==> config.mk <==
export PLATFORM = sky130hd
export DESIGN_NAME = arq_retx_ctrl
export DESIGN_NICKNAME = d
export VERILOG_FILES = /design/src/hdl/arq_retx_ctrl.v
export VERILOG_INCLUDE_DIRS = /design/src /design/src/shared
export SDC_FILE = /design/constraint.sdc
export NUM_CORES = 1
export LEC_CHECK = 0
export BUFFER_PORTS_ARGS = -buffer_cell sky130_fd_sc_hd__buf_2
export CELL_PAD_IN_SITES_DETAIL_PLACEMENT = 1
export CELL_PAD_IN_SITES_GLOBAL_PLACEMENT = 2
export CORE_ASPECT_RATIO = 1.4
export CORE_MARGIN = 8
export CORE_UTILIZATION = 23
export DETAILED_ROUTE_END_ITERATION = 6
export HOLD_SLACK_MARGIN = 0.15
export PLACE_DENSITY = 0.61
export RECOVER_POWER = 50
export SLEW_MARGIN = 20
export SYNTH_ARGS = -nofsm -noshare
export SYNTH_HDL_FRONTEND = slang
export SYNTH_SLANG_ARGS = --single-unit
==> constraint.sdc <==
create_clock -name i_ref_clk -period 9.4 [get_ports i_ref_clk]
set_input_delay 0 -clock i_ref_clk [delete_from_list [all_inputs] [get_ports i_ref_clk]]
set_output_delay 0 -clock i_ref_clk [all_outputs]
set_load 0.01 [all_outputs]
==> src/shared/arq_regs.vh <==
// Register offsets, field positions, reset values and timing constants of the retransmission controller.
`ifndef ARQ_REGS_VH
`define ARQ_REGS_VH

`define ARQ_ADDR_W 4
`define ARQ_OFS_CTRL 4'h0
`define ARQ_OFS_MAXRETRY 4'h1
`define ARQ_OFS_MAXACKT 4'h2
`define ARQ_OFS_STATUS 4'h3
`define ARQ_OFS_IRQ_STAT 4'h4
`define ARQ_OFS_IRQ_MASK 4'h5
`define ARQ_OFS_RETRY_CNT 4'h6

`define ARQ_CTRL_SS_ONLY 0
`define ARQ_CTRL_RX_TMO_EN 1
`define ARQ_CTRL_RST 2'h0

`define ARQ_MAXRETRY_RST 8'h03
`define ARQ_MAXACKT_RST 24'h009C40

`define ARQ_IRQ_TXFAIL 0
`define ARQ_IRQ_TXDONE 1
`define ARQ_IRQ_RXDROP 2
`define ARQ_IRQ_RXTMO 3
`define ARQ_IRQ_W 4

`define ARQ_ACKT_US 1
`define ARQ_CLK_MHZ 40
`define ARQ_ACKT_TICK (`ARQ_ACKT_US * `ARQ_CLK_MHZ)

`define ARQ_PRI3 2'h3
`define ARQ_ACK_UTC_TYPE 2'h1

`endif

==> src/hdl/arq_retx_ctrl.v <==
// Acknowledgement and retransmission controller for unicast link-layer frames.
//
// The strobed register port and the address map are this design's own decisions.
`include "arq_regs.vh"

module arq_retx_ctrl (
    // Clock and reset.
    input wire i_ref_clk,
    input wire i_rst,
    // Register port.
    input wire [3:0] i_reg_addr,
    input wire [31:0] i_reg_wdata,
    input wire i_reg_wr,
    input wire i_reg_rd,
    output reg [31:0] o_reg_rdata,
    output wire o_irq,
    // Frame request from the upper layer.
    input wire i_frm_valid,
    input wire i_frm_unicast,
    input wire i_frm_ack_need,
    input wire [7:0] i_frm_num_mpdu,
    output wire o_frm_ready,
    output reg o_frm_release,
    // MPDU transmit path to the physical layer.
    input wire i_tx_opportunity,
    input wire i_pri3_ready,
    output wire o_tx_start,
    output wire o_tx_pri3,
    output reg [7:0] o_tx_mpdu_idx,
    output reg o_tx_ack_req,
    output reg o_tx_ss_mode,
    input wire i_tx_done,
    input wire i_pri3_done,
    // Received acknowledgement for the transmitted MPDU.
    input wire i_ack_valid,
    input wire i_ack_ok,
    input wire i_ack_utc,
    // Received frame check results.
    input wire i_rx_valid,
    input wire i_rx_ack_req,
    input wire i_rx_hdr_ok,
    input wire i_rx_addr_ok,
    input wire i_rx_seq_ok,
    input wire i_rx_type_ok,
    input wire i_rx_ms,
    input wire [7:0] i_rx_lpcs_ok,
    input wire [7:0] i_rx_lpdu_cnt,
    input wire i_rx_mpcs_ok,
    input wire [1:0] i_rx_pri,
    input wire i_rx_first,
    input wire i_rx_last,
    // Acknowledgement answer, receive status and transmit failure.
    output reg o_ack_send,
    output reg o_ack_nack,
    output reg [1:0] o_ack_type,
    output reg [7:0] o_ack_ext,
    output reg o_rx_drop,
    output reg o_rx_pri3_int,
    output reg o_rx_discard,
    output reg o_tx_fail,
    // Hold status toward the scheduler.
    output wire o_dest_hold
);

    localparam [3:0] ST_IDLE = 4'b0001;
    localparam [3:0] ST_SEND = 4'b0010;
    localparam [3:0] ST_WAIT = 4'b0100;
    localparam [3:0] ST_HOLD = 4'b1000;

    reg [3:0] state_q;
    reg [1:0] ctrl_q;
    reg [7:0] max_retry_q;
    reg [23:0] max_ackt_q;
    reg [3:0] irq_stat_q;
    reg [3:0] irq_mask_q;
    reg [7:0] num_q;
    reg [7:0] retry_q;
    reg ack_need_q;
    reg ss_force_q;
    reg pri3_act_q;
    reg [5:0] tick_q;
    reg [23:0] ackt_q;
    reg rx_busy_q;
    reg [5:0] rx_tick_q;
    reg [23:0] rx_t_q;
    reg pri3_go;
    reg [3:0] ev;

    wire tick_hit = (tick_q == `ARQ_ACKT_TICK - 1);
    wire rx_tick_hit = (rx_tick_q == `ARQ_ACKT_TICK - 1);
    wire ackt_exp = (ackt_q >= max_ackt_q) && (state_q != ST_IDLE);
    wire rx_chk_ok = i_rx_hdr_ok && i_rx_addr_ok && i_rx_seq_ok && i_rx_type_ok;
    wire [7:0] lp_mask = (i_rx_lpdu_cnt >= 8'h08) ? 8'hFF : ((8'h01 << i_rx_lpdu_cnt[2:0]) - 8'h01);

    assign o_frm_ready = (state_q == ST_IDLE);
    assign o_dest_hold = (state_q == ST_HOLD);
    assign o_tx_start = (i_tx_opportunity && state_q == ST_SEND && !pri3_act_q && !i_pri3_ready) || pri3_go;
    assign o_tx_pri3 = pri3_go;
    assign o_irq = |(irq_stat_q & irq_mask_q);

    always @*
    begin
        pri3_go = i_pri3_ready && i_tx_opportunity && !pri3_act_q;
    end

    // Transmit side: one LLC frame in flight, MPDUs sent and acknowledged in order.
    always @(posedge i_ref_clk or posedge i_rst)
    begin
        if (i_rst)
        begin
            state_q <= ST_IDLE;
            num_q <= 8'h00;
            retry_q <= 8'h00;
            ack_need_q <= 1'b0;
            ss_force_q <= 1'b0;
            pri3_act_q <= 1'b0;
            tick_q <= 6'h00;
            ackt_q <= 24'h000000;
            o_tx_mpdu_idx <= 8'h00;
            o_tx_ack_req <= 1'b0;
            o_tx_ss_mode <= 1'b0;
            o_tx_fail <= 1'b0;
            o_frm_release <= 1'b0;
        end
        else
        begin
            o_tx_fail <= 1'b0;
            o_frm_release <= 1'b0;
            if (pri3_go)
                pri3_act_q <= 1'b1;
            else if (i_pri3_done)
                pri3_act_q <= 1'b0;
            if (state_q == ST_IDLE || pri3_act_q)
            begin
                tick_q <= tick_q;
            end
            else if (tick_hit)
            begin
                tick_q <= 6'h00;
                ackt_q <= ackt_q + 24'h000001;
            end
            else
            begin
                tick_q <= tick_q + 6'h01;
            end
            case (state_q)
                ST_IDLE:
                begin
                    if (i_frm_valid)
                    begin
                        num_q <= i_frm_num_mpdu;
                        ack_need_q <= i_frm_ack_need && i_frm_unicast;
                        o_tx_ack_req <= i_frm_ack_need && i_frm_unicast;
                        o_tx_mpdu_idx <= 8'h00;
                        retry_q <= 8'h00;
                        ss_force_q <= 1'b0;
                        o_tx_ss_mode <= 1'b0;
                        tick_q <= 6'h00;
                        ackt_q <= 24'h000000;
                        state_q <= ST_SEND;
                    end
                end
                ST_SEND:
                begin
                    if (ackt_exp)
                    begin
                        o_tx_fail <= 1'b1;
                        o_frm_release <= 1'b1;
                        state_q <= ST_IDLE;
                    end
                    else if (o_tx_start && !pri3_go)
                    begin
                        o_tx_ss_mode <= ss_force_q;
                        state_q <= ST_WAIT;
                    end
                end
                ST_WAIT, ST_HOLD:
                begin
                    if (ackt_exp)
                    begin
                        o_tx_fail <= 1'b1;
                        o_frm_release <= 1'b1;
                        state_q <= ST_IDLE;
                    end
                    else if (!ack_need_q && i_tx_done)
                    begin
                        if (o_tx_mpdu_idx + 8'h01 >= num_q)
                        begin
                            o_frm_release <= 1'b1;
                            state_q <= ST_IDLE;
                        end
                        else
                        begin
                            o_tx_mpdu_idx <= o_tx_mpdu_idx + 8'h01;
                            state_q <= ST_SEND;
                        end
                    end
                    else if (ack_need_q && i_ack_valid)
                    begin
                        if (i_ack_ok && !i_ack_utc)
                        begin
                            retry_q <= 8'h00;
                            if (o_tx_mpdu_idx + 8'h01 >= num_q)
                            begin
                                o_frm_release <= 1'b1;
                                state_q <= ST_IDLE;
                            end
                            else
                            begin
                                o_tx_mpdu_idx <= o_tx_mpdu_idx + 8'h01;
                                state_q <= ST_SEND;
                            end
                        end
                        else if (retry_q + 8'h01 >= max_retry_q)
                        begin
                            o_tx_fail <= 1'b1;
                            o_frm_release <= 1'b1;
                            state_q <= ST_IDLE;
                        end
                        else
                        begin
                            retry_q <= retry_q + 8'h01;
                            // The format is raised here so that it already stands with the resend's start.
                            if (i_ack_utc)
                            begin
                                ss_force_q <= 1'b1;
                                o_tx_ss_mode <= 1'b1;
                            end
                            state_q <= ST_HOLD;
                        end
                    end
                    else if (state_q == ST_HOLD)
                    begin
                        state_q <= ST_SEND;
                    end
                end
                default:
                begin
                    state_q <= ST_IDLE;
                end
            endcase
        end
    end

    // Receive side: validity checks, error decision and acknowledgement answer.
    always @(posedge i_ref_clk or posedge i_rst)
    begin
        if (i_rst)
        begin
            o_ack_send <= 1'b0;
            o_ack_nack <= 1'b0;
            o_ack_type <= 2'h0;
            o_ack_ext <= 8'h00;
            o_rx_drop <= 1'b0;
            o_rx_pri3_int <= 1'b0;
            o_rx_discard <= 1'b0;
            rx_busy_q <= 1'b0;
            rx_tick_q <= 6'h00;
            rx_t_q <= 24'h000000;
        end
        else
        begin
            o_ack_send <= 1'b0;
            o_rx_drop <= 1'b0;
            o_rx_pri3_int <= 1'b0;
            o_rx_discard <= 1'b0;
            if (i_rx_valid)
            begin
                o_rx_pri3_int <= !i_rx_seq_ok && (i_rx_pri == `ARQ_PRI3);
                if (i_rx_ack_req && !rx_chk_ok)
                begin
                    o_rx_drop <= 1'b1;
                end
                else if (i_rx_ack_req)
                begin
                    o_ack_send <= 1'b1;
                    o_ack_ext <= {6'h00, 1'b0, !i_rx_ms};
                    if (i_rx_ms && ctrl_q[`ARQ_CTRL_SS_ONLY])
                    begin
                        o_ack_type <= `ARQ_ACK_UTC_TYPE;
                        o_ack_nack <= 1'b1;
                    end
                    else if (i_rx_ms)
                    begin
                        o_ack_type <= 2'h0;
                        o_ack_nack <= ((i_rx_lpcs_ok | ~lp_mask) != 8'hFF);
                    end
                    else
                    begin
                        o_ack_type <= 2'h0;
                        o_ack_nack <= !i_rx_mpcs_ok;
                    end
                end
            end
            if (i_rx_valid && rx_chk_ok && i_rx_first && !rx_busy_q)
            begin
                rx_busy_q <= !i_rx_last;
                rx_tick_q <= 6'h00;
                rx_t_q <= 24'h000000;
            end
            else if (rx_busy_q)
            begin
                if (i_rx_valid && rx_chk_ok && i_rx_last)
                    rx_busy_q <= 1'b0;
                else if (ctrl_q[`ARQ_CTRL_RX_TMO_EN] && rx_t_q >= max_ackt_q)
                begin
                    rx_busy_q <= 1'b0;
                    o_rx_discard <= 1'b1;
                end
                rx_tick_q <= rx_tick_hit ? 6'h00 : rx_tick_q + 6'h01;
                if (rx_tick_hit)
                    rx_t_q <= rx_t_q + 24'h000001;
            end
        end
    end

    // Register file and sticky interrupt status; a new event wins over a clear.
    always @*
    begin
        ev = 4'h0;
        ev[`ARQ_IRQ_TXFAIL] = o_tx_fail;
        ev[`ARQ_IRQ_TXDONE] = o_frm_release && !o_tx_fail;
        ev[`ARQ_IRQ_RXDROP] = o_rx_drop;
        ev[`ARQ_IRQ_RXTMO] = o_rx_discard;
    end

    always @(posedge i_ref_clk or posedge i_rst)
    begin
        if (i_rst)
        begin
            ctrl_q <= `ARQ_CTRL_RST;
            max_retry_q <= `ARQ_MAXRETRY_RST;
            max_ackt_q <= `ARQ_MAXACKT_RST;
            irq_stat_q <= 4'h0;
            irq_mask_q <= 4'h0;
            o_reg_rdata <= 32'h00000000;
        end
        else
        begin
            if (i_reg_wr && i_reg_addr == `ARQ_OFS_IRQ_STAT)
                irq_stat_q <= (irq_stat_q & ~i_reg_wdata[3:0]) | ev;
            else
                irq_stat_q <= irq_stat_q | ev;
            if (i_reg_wr)
            begin
                if (i_reg_addr == `ARQ_OFS_CTRL)
                    ctrl_q <= i_reg_wdata[1:0];
                else if (i_reg_addr == `ARQ_OFS_MAXRETRY)
                    max_retry_q <= i_reg_wdata[7:0];
                else if (i_reg_addr == `ARQ_OFS_MAXACKT)
                    max_ackt_q <= i_reg_wdata[23:0];
                else if (i_reg_addr == `ARQ_OFS_IRQ_MASK)
                    irq_mask_q <= i_reg_wdata[3:0];
            end
            o_reg_rdata <= 32'h00000000;
            if (i_reg_rd)
            begin
                if (i_reg_addr == `ARQ_OFS_CTRL)
                    o_reg_rdata <= {30'h00000000, ctrl_q};
                else if (i_reg_addr == `ARQ_OFS_MAXRETRY)
                    o_reg_rdata <= {24'h000000, max_retry_q};
                else if (i_reg_addr == `ARQ_OFS_MAXACKT)
                    o_reg_rdata <= {8'h00, max_ackt_q};
                else if (i_reg_addr == `ARQ_OFS_STATUS)
                    o_reg_rdata <= {20'h00000, rx_busy_q, pri3_act_q, ss_force_q, 1'b0, o_tx_mpdu_idx};
                else if (i_reg_addr == `ARQ_OFS_IRQ_STAT)
                    o_reg_rdata <= {28'h0000000, irq_stat_q};
                else if (i_reg_addr == `ARQ_OFS_IRQ_MASK)
                    o_reg_rdata <= {28'h0000000, irq_mask_q};
                else if (i_reg_addr == `ARQ_OFS_RETRY_CNT)
                    o_reg_rdata <= {24'h000000, retry_q};
            end
        end
    end

endmodule // arq_retx_ctrl

==> flow_metrics.env <==
export IMPL_grt_pass1_vias=8742
export IMPL_fin_crit_sh=0.433
export IMPL_synth_flop_cell="dfrtp_1"
export IMPL_fmax_mhz=246
export IMPL_start_util=0.233
export IMPL_wl_met3_um=846
export IMPL_die_h_um=258
export IMPL_area_growth_pct=23.6
export IMPL_vias=7952
export IMPL_cp_arrival_ps=4520
export IMPL_synth_compound_area_frac=0.129
export IMPL_max_slew_margin=-2.29
export IMPL_post_drt_wl_per_cell_um=18.0
export IMPL_antenna_cells=0
export IMPL_maxSlewViolCount=106
export IMPL_routabilityCongestion=0.763
export IMPL_io_buffers=125
export IMPL_critPathKind="primary input to async pin"
export IMPL_worst_slack_ps=5330
export IMPL_clk_insertion_delay_late_ps=450
export IMPL_grt_remaining_overflow=0
export IMPL_die_w_um=189
export IMPL_dp_slack_ps=5920
export IMPL_power_density_nw_per_um2=187
export IMPL_placed_area_um2=10700
export IMPL_fp_coreArea_um2=41200
export IMPL_netlist_instances=995
export IMPL_drt_iter0_markers=294
export IMPL_layout_common_cells="dfrtp_1 (160), nor2_1 (100), nand2_1 (77), buf_2 (76)"
export IMPL_async_reset_ff_frac=1.00
export IMPL_drc_errors=0
export IMPL_grt_pass1_wl_um=49800
export IMPL_worst_clock_skew_ps=13.6
export IMPL_period_minus_slack_ps=4070
export IMPL_synth_seq_cells=168
export IMPL_drive_gt1_frac=0.143
export IMPL_synth_top_family_by_area="simple AND/OR/NAND/NOR gates"
export IMPL_path_clk_slew_ps=70
export IMPL_synthXorXnorAreaFrac=0.0530
export IMPL_fin_tns_setup_ps=0
export IMPL_fin_area_um2=11900
export IMPL_synth_seq_area_share=0.440
export IMPL_grt_antenna_before_repair=0
export IMPL_synthAdderAreaFrac=0.0927
export IMPL_dr_wl_met2_um=17500
export IMPL_ant_nets=0
export IMPL_status="complete, but fails checks"
export IMPL_p_total_uw=2210
export IMPL_synthesis_area_um2=9590
export IMPL_cp_start_kind="primary input"
export IMPL_die_area_um2=48600
export IMPL_rows=88
export IMPL_p_leak_uw=0.00542
export IMPL_layout_commonest_cell="dfrtp_1"
export IMPL_wl_met1_um=12100
export IMPL_clock_path_buffers=2
export IMPL_grt_usage=0.131
export IMPL_failed_checks="capacitance limit, slew limit"
export IMPL_setup_violations=0
export IMPL_htreeDepth=4
export IMPL_cts_setup_buffers=0
export IMPL_grt_max_degree=106
export IMPL_clockRootBuffer="clkbuf_16"
export IMPL_muxShareOfSynthArea=0.0509
export IMPL_cts_tree="yes"
export IMPL_place_hpwl_um=24100
export IMPL_synth_edff_count=0
export IMPL_ctsResizeCount=0
export IMPL_maxCapViolations=1
export IMPL_cts_made_buffers=17
export IMPL_synth_simple_area_share=0.179
export IMPL_nets=1332
export IMPL_irDropWorstVdd_v=0.000114
export IMPL_synth_avg_cell_area_um2=9.64
export IMPL_final_hold_violation_count=0
export IMPL_top_layer_used="met4"
export IMPL_yosys_warnings=0
export IMPL_path_max_fanout=105
export IMPL_via_per_inst=4.60
export IMPL_ios=150
export IMPL_synth_distinct_cells=72
export IMPL_clock_sinks=168
export IMPL_tightest_slew_ps=4910
export IMPL_worstSetupEndpointType="async pin"
export IMPL_hold_path_class="primary input to flop"
export IMPL_first_pass_iters=4
export IMPL_critical_path_required_ps=9850
export IMPL_rsz0062_at_grt="false"
export IMPL_wirelength_um=31100
export IMPL_holdBufCountCts=61
==> synth_stat cells (7+ instances only) <==
| cell type | n | area [um^2] |
|---|---|---|
| nor4_1 | 10 | 62.6 |
| mux2_2 | 38 | 428 |
| o22ai_1 | 12 | 75.1 |
| nand2_1 | 77 | 289 |
| inv_1 | 72 | 270 |
| a31oi_1 | 12 | 75.1 |
| nand4_1 | 26 | 163 |
| and3_1 | 13 | 81.3 |
| nor2_1 | 100 | 375 |
| dfstp_2 | 8 | 210 |
| dfrtp_1 | 160 | 4000 |
| xor2_1 | 34 | 298 |
| ha_1 | 71 | 888 |
| clkbuf_1 | 16 | 60.1 |
| or3_1 | 9 | 56.3 |
| and2_1 | 7 | 43.8 |
| a22o_1 | 15 | 131 |
| nor2b_1 | 9 | 56.3 |
| nand3_1 | 29 | 145 |
| buf_4 | 17 | 128 |
| a21o_1 | 16 | 120 |
| xnor2_1 | 24 | 210 |
| buf_2 | 8 | 40.0 |
| a21oi_1 | 33 | 165 |
| nor3_1 | 36 | 180 |
| nand2b_1 | 16 | 100 |
| o21ai_0 | 50 | 250 |
==> logic make-up (layout without fill, tap and decap cells) <==
group	count (synthesis)	count (layout)
flops	168	168
xor+xnor	58	58
fa+ha+maj	71	71
compound gates	185	185
other cells	1	16
simple gates	350	350
mux	44	44
buf+inv	118	296
==> layer usage <==
layer / global-route usage / vias to the layer above
met3: 0.0205 / 29
met5: 0 / -
met1: 0.139 / 3987
li1: - / 3830
met4: 0.0442 / 0
met2: 0.255 / 106
==> through the flow <==
stage	instances	hold WS [ps]	util
global placement	1635	181	0.261
finish	1728	135	0.288
floorplan	1010	70.7	-
global route	1728	210	0.288
CTS	1728	155	0.290
detailed placement	1635	181	0.261
==> area by class of cell <==
cell class | count | area [um^2]
Sequential cell | 168 | 4210
Inverter | 73 | 275
Tap cell | 540 | 676
Fill cell | 4799 | 29300
Multi-Input combinational cell | 724 | 4910
Clock inverter | 11 | 110
Timing Repair Buffer | 191 | 1200
Clock buffer | 21 | 460
==> final timing paths <==
kind	slack, ps	depth (start not counted)	endpoint	start
min reg2reg	490	1	rx_tick_q[5]$_DFFE_PP0P_	rx_tick_q[5]$_DFFE_PP0P_
min in group asynchronous	1610	3	retry_q[0]$_DFFE_PP0P_	i_rst
max	5330	4	rx_t_q[0]$_DFFE_PP0P_	i_rst
min	140	5	o_ack_send$_DFF_PP0_	i_rx_addr_ok
max in group i_ref_clk	5850	11	o_tx_mpdu_idx[7]$_DFFE_PP0P_	o_tx_mpdu_idx[0]$_DFFE_PP0P_
max reg2reg	5850	11	o_tx_mpdu_idx[7]$_DFFE_PP0P_	o_tx_mpdu_idx[0]$_DFFE_PP0P_
==> critical path, stage by stage <==
cell and delay, ps:
dlygate4sd3_1 530, buf_2 120, clkinvlp_2 2720, buf_4 1040
==> report_power, final <==
group          switching [uW]  internal, uW
Clock                     324           384
Combinational             332           232
Sequential                103           840
Total                     758          1460
==> registers in the layout, summed over array words and instances, names as in the netlist, 6 cells and up <==
name,count
tick_q,6
o_reg_rdata,24
rx_tick_q,6
retry_q,8
ackt_q,24
o_tx_mpdu_idx,8
num_q,8
max_retry_q,8
max_ackt_q,24
rx_t_q,24
No activity file was read; power rests on OpenSTA's default activity.
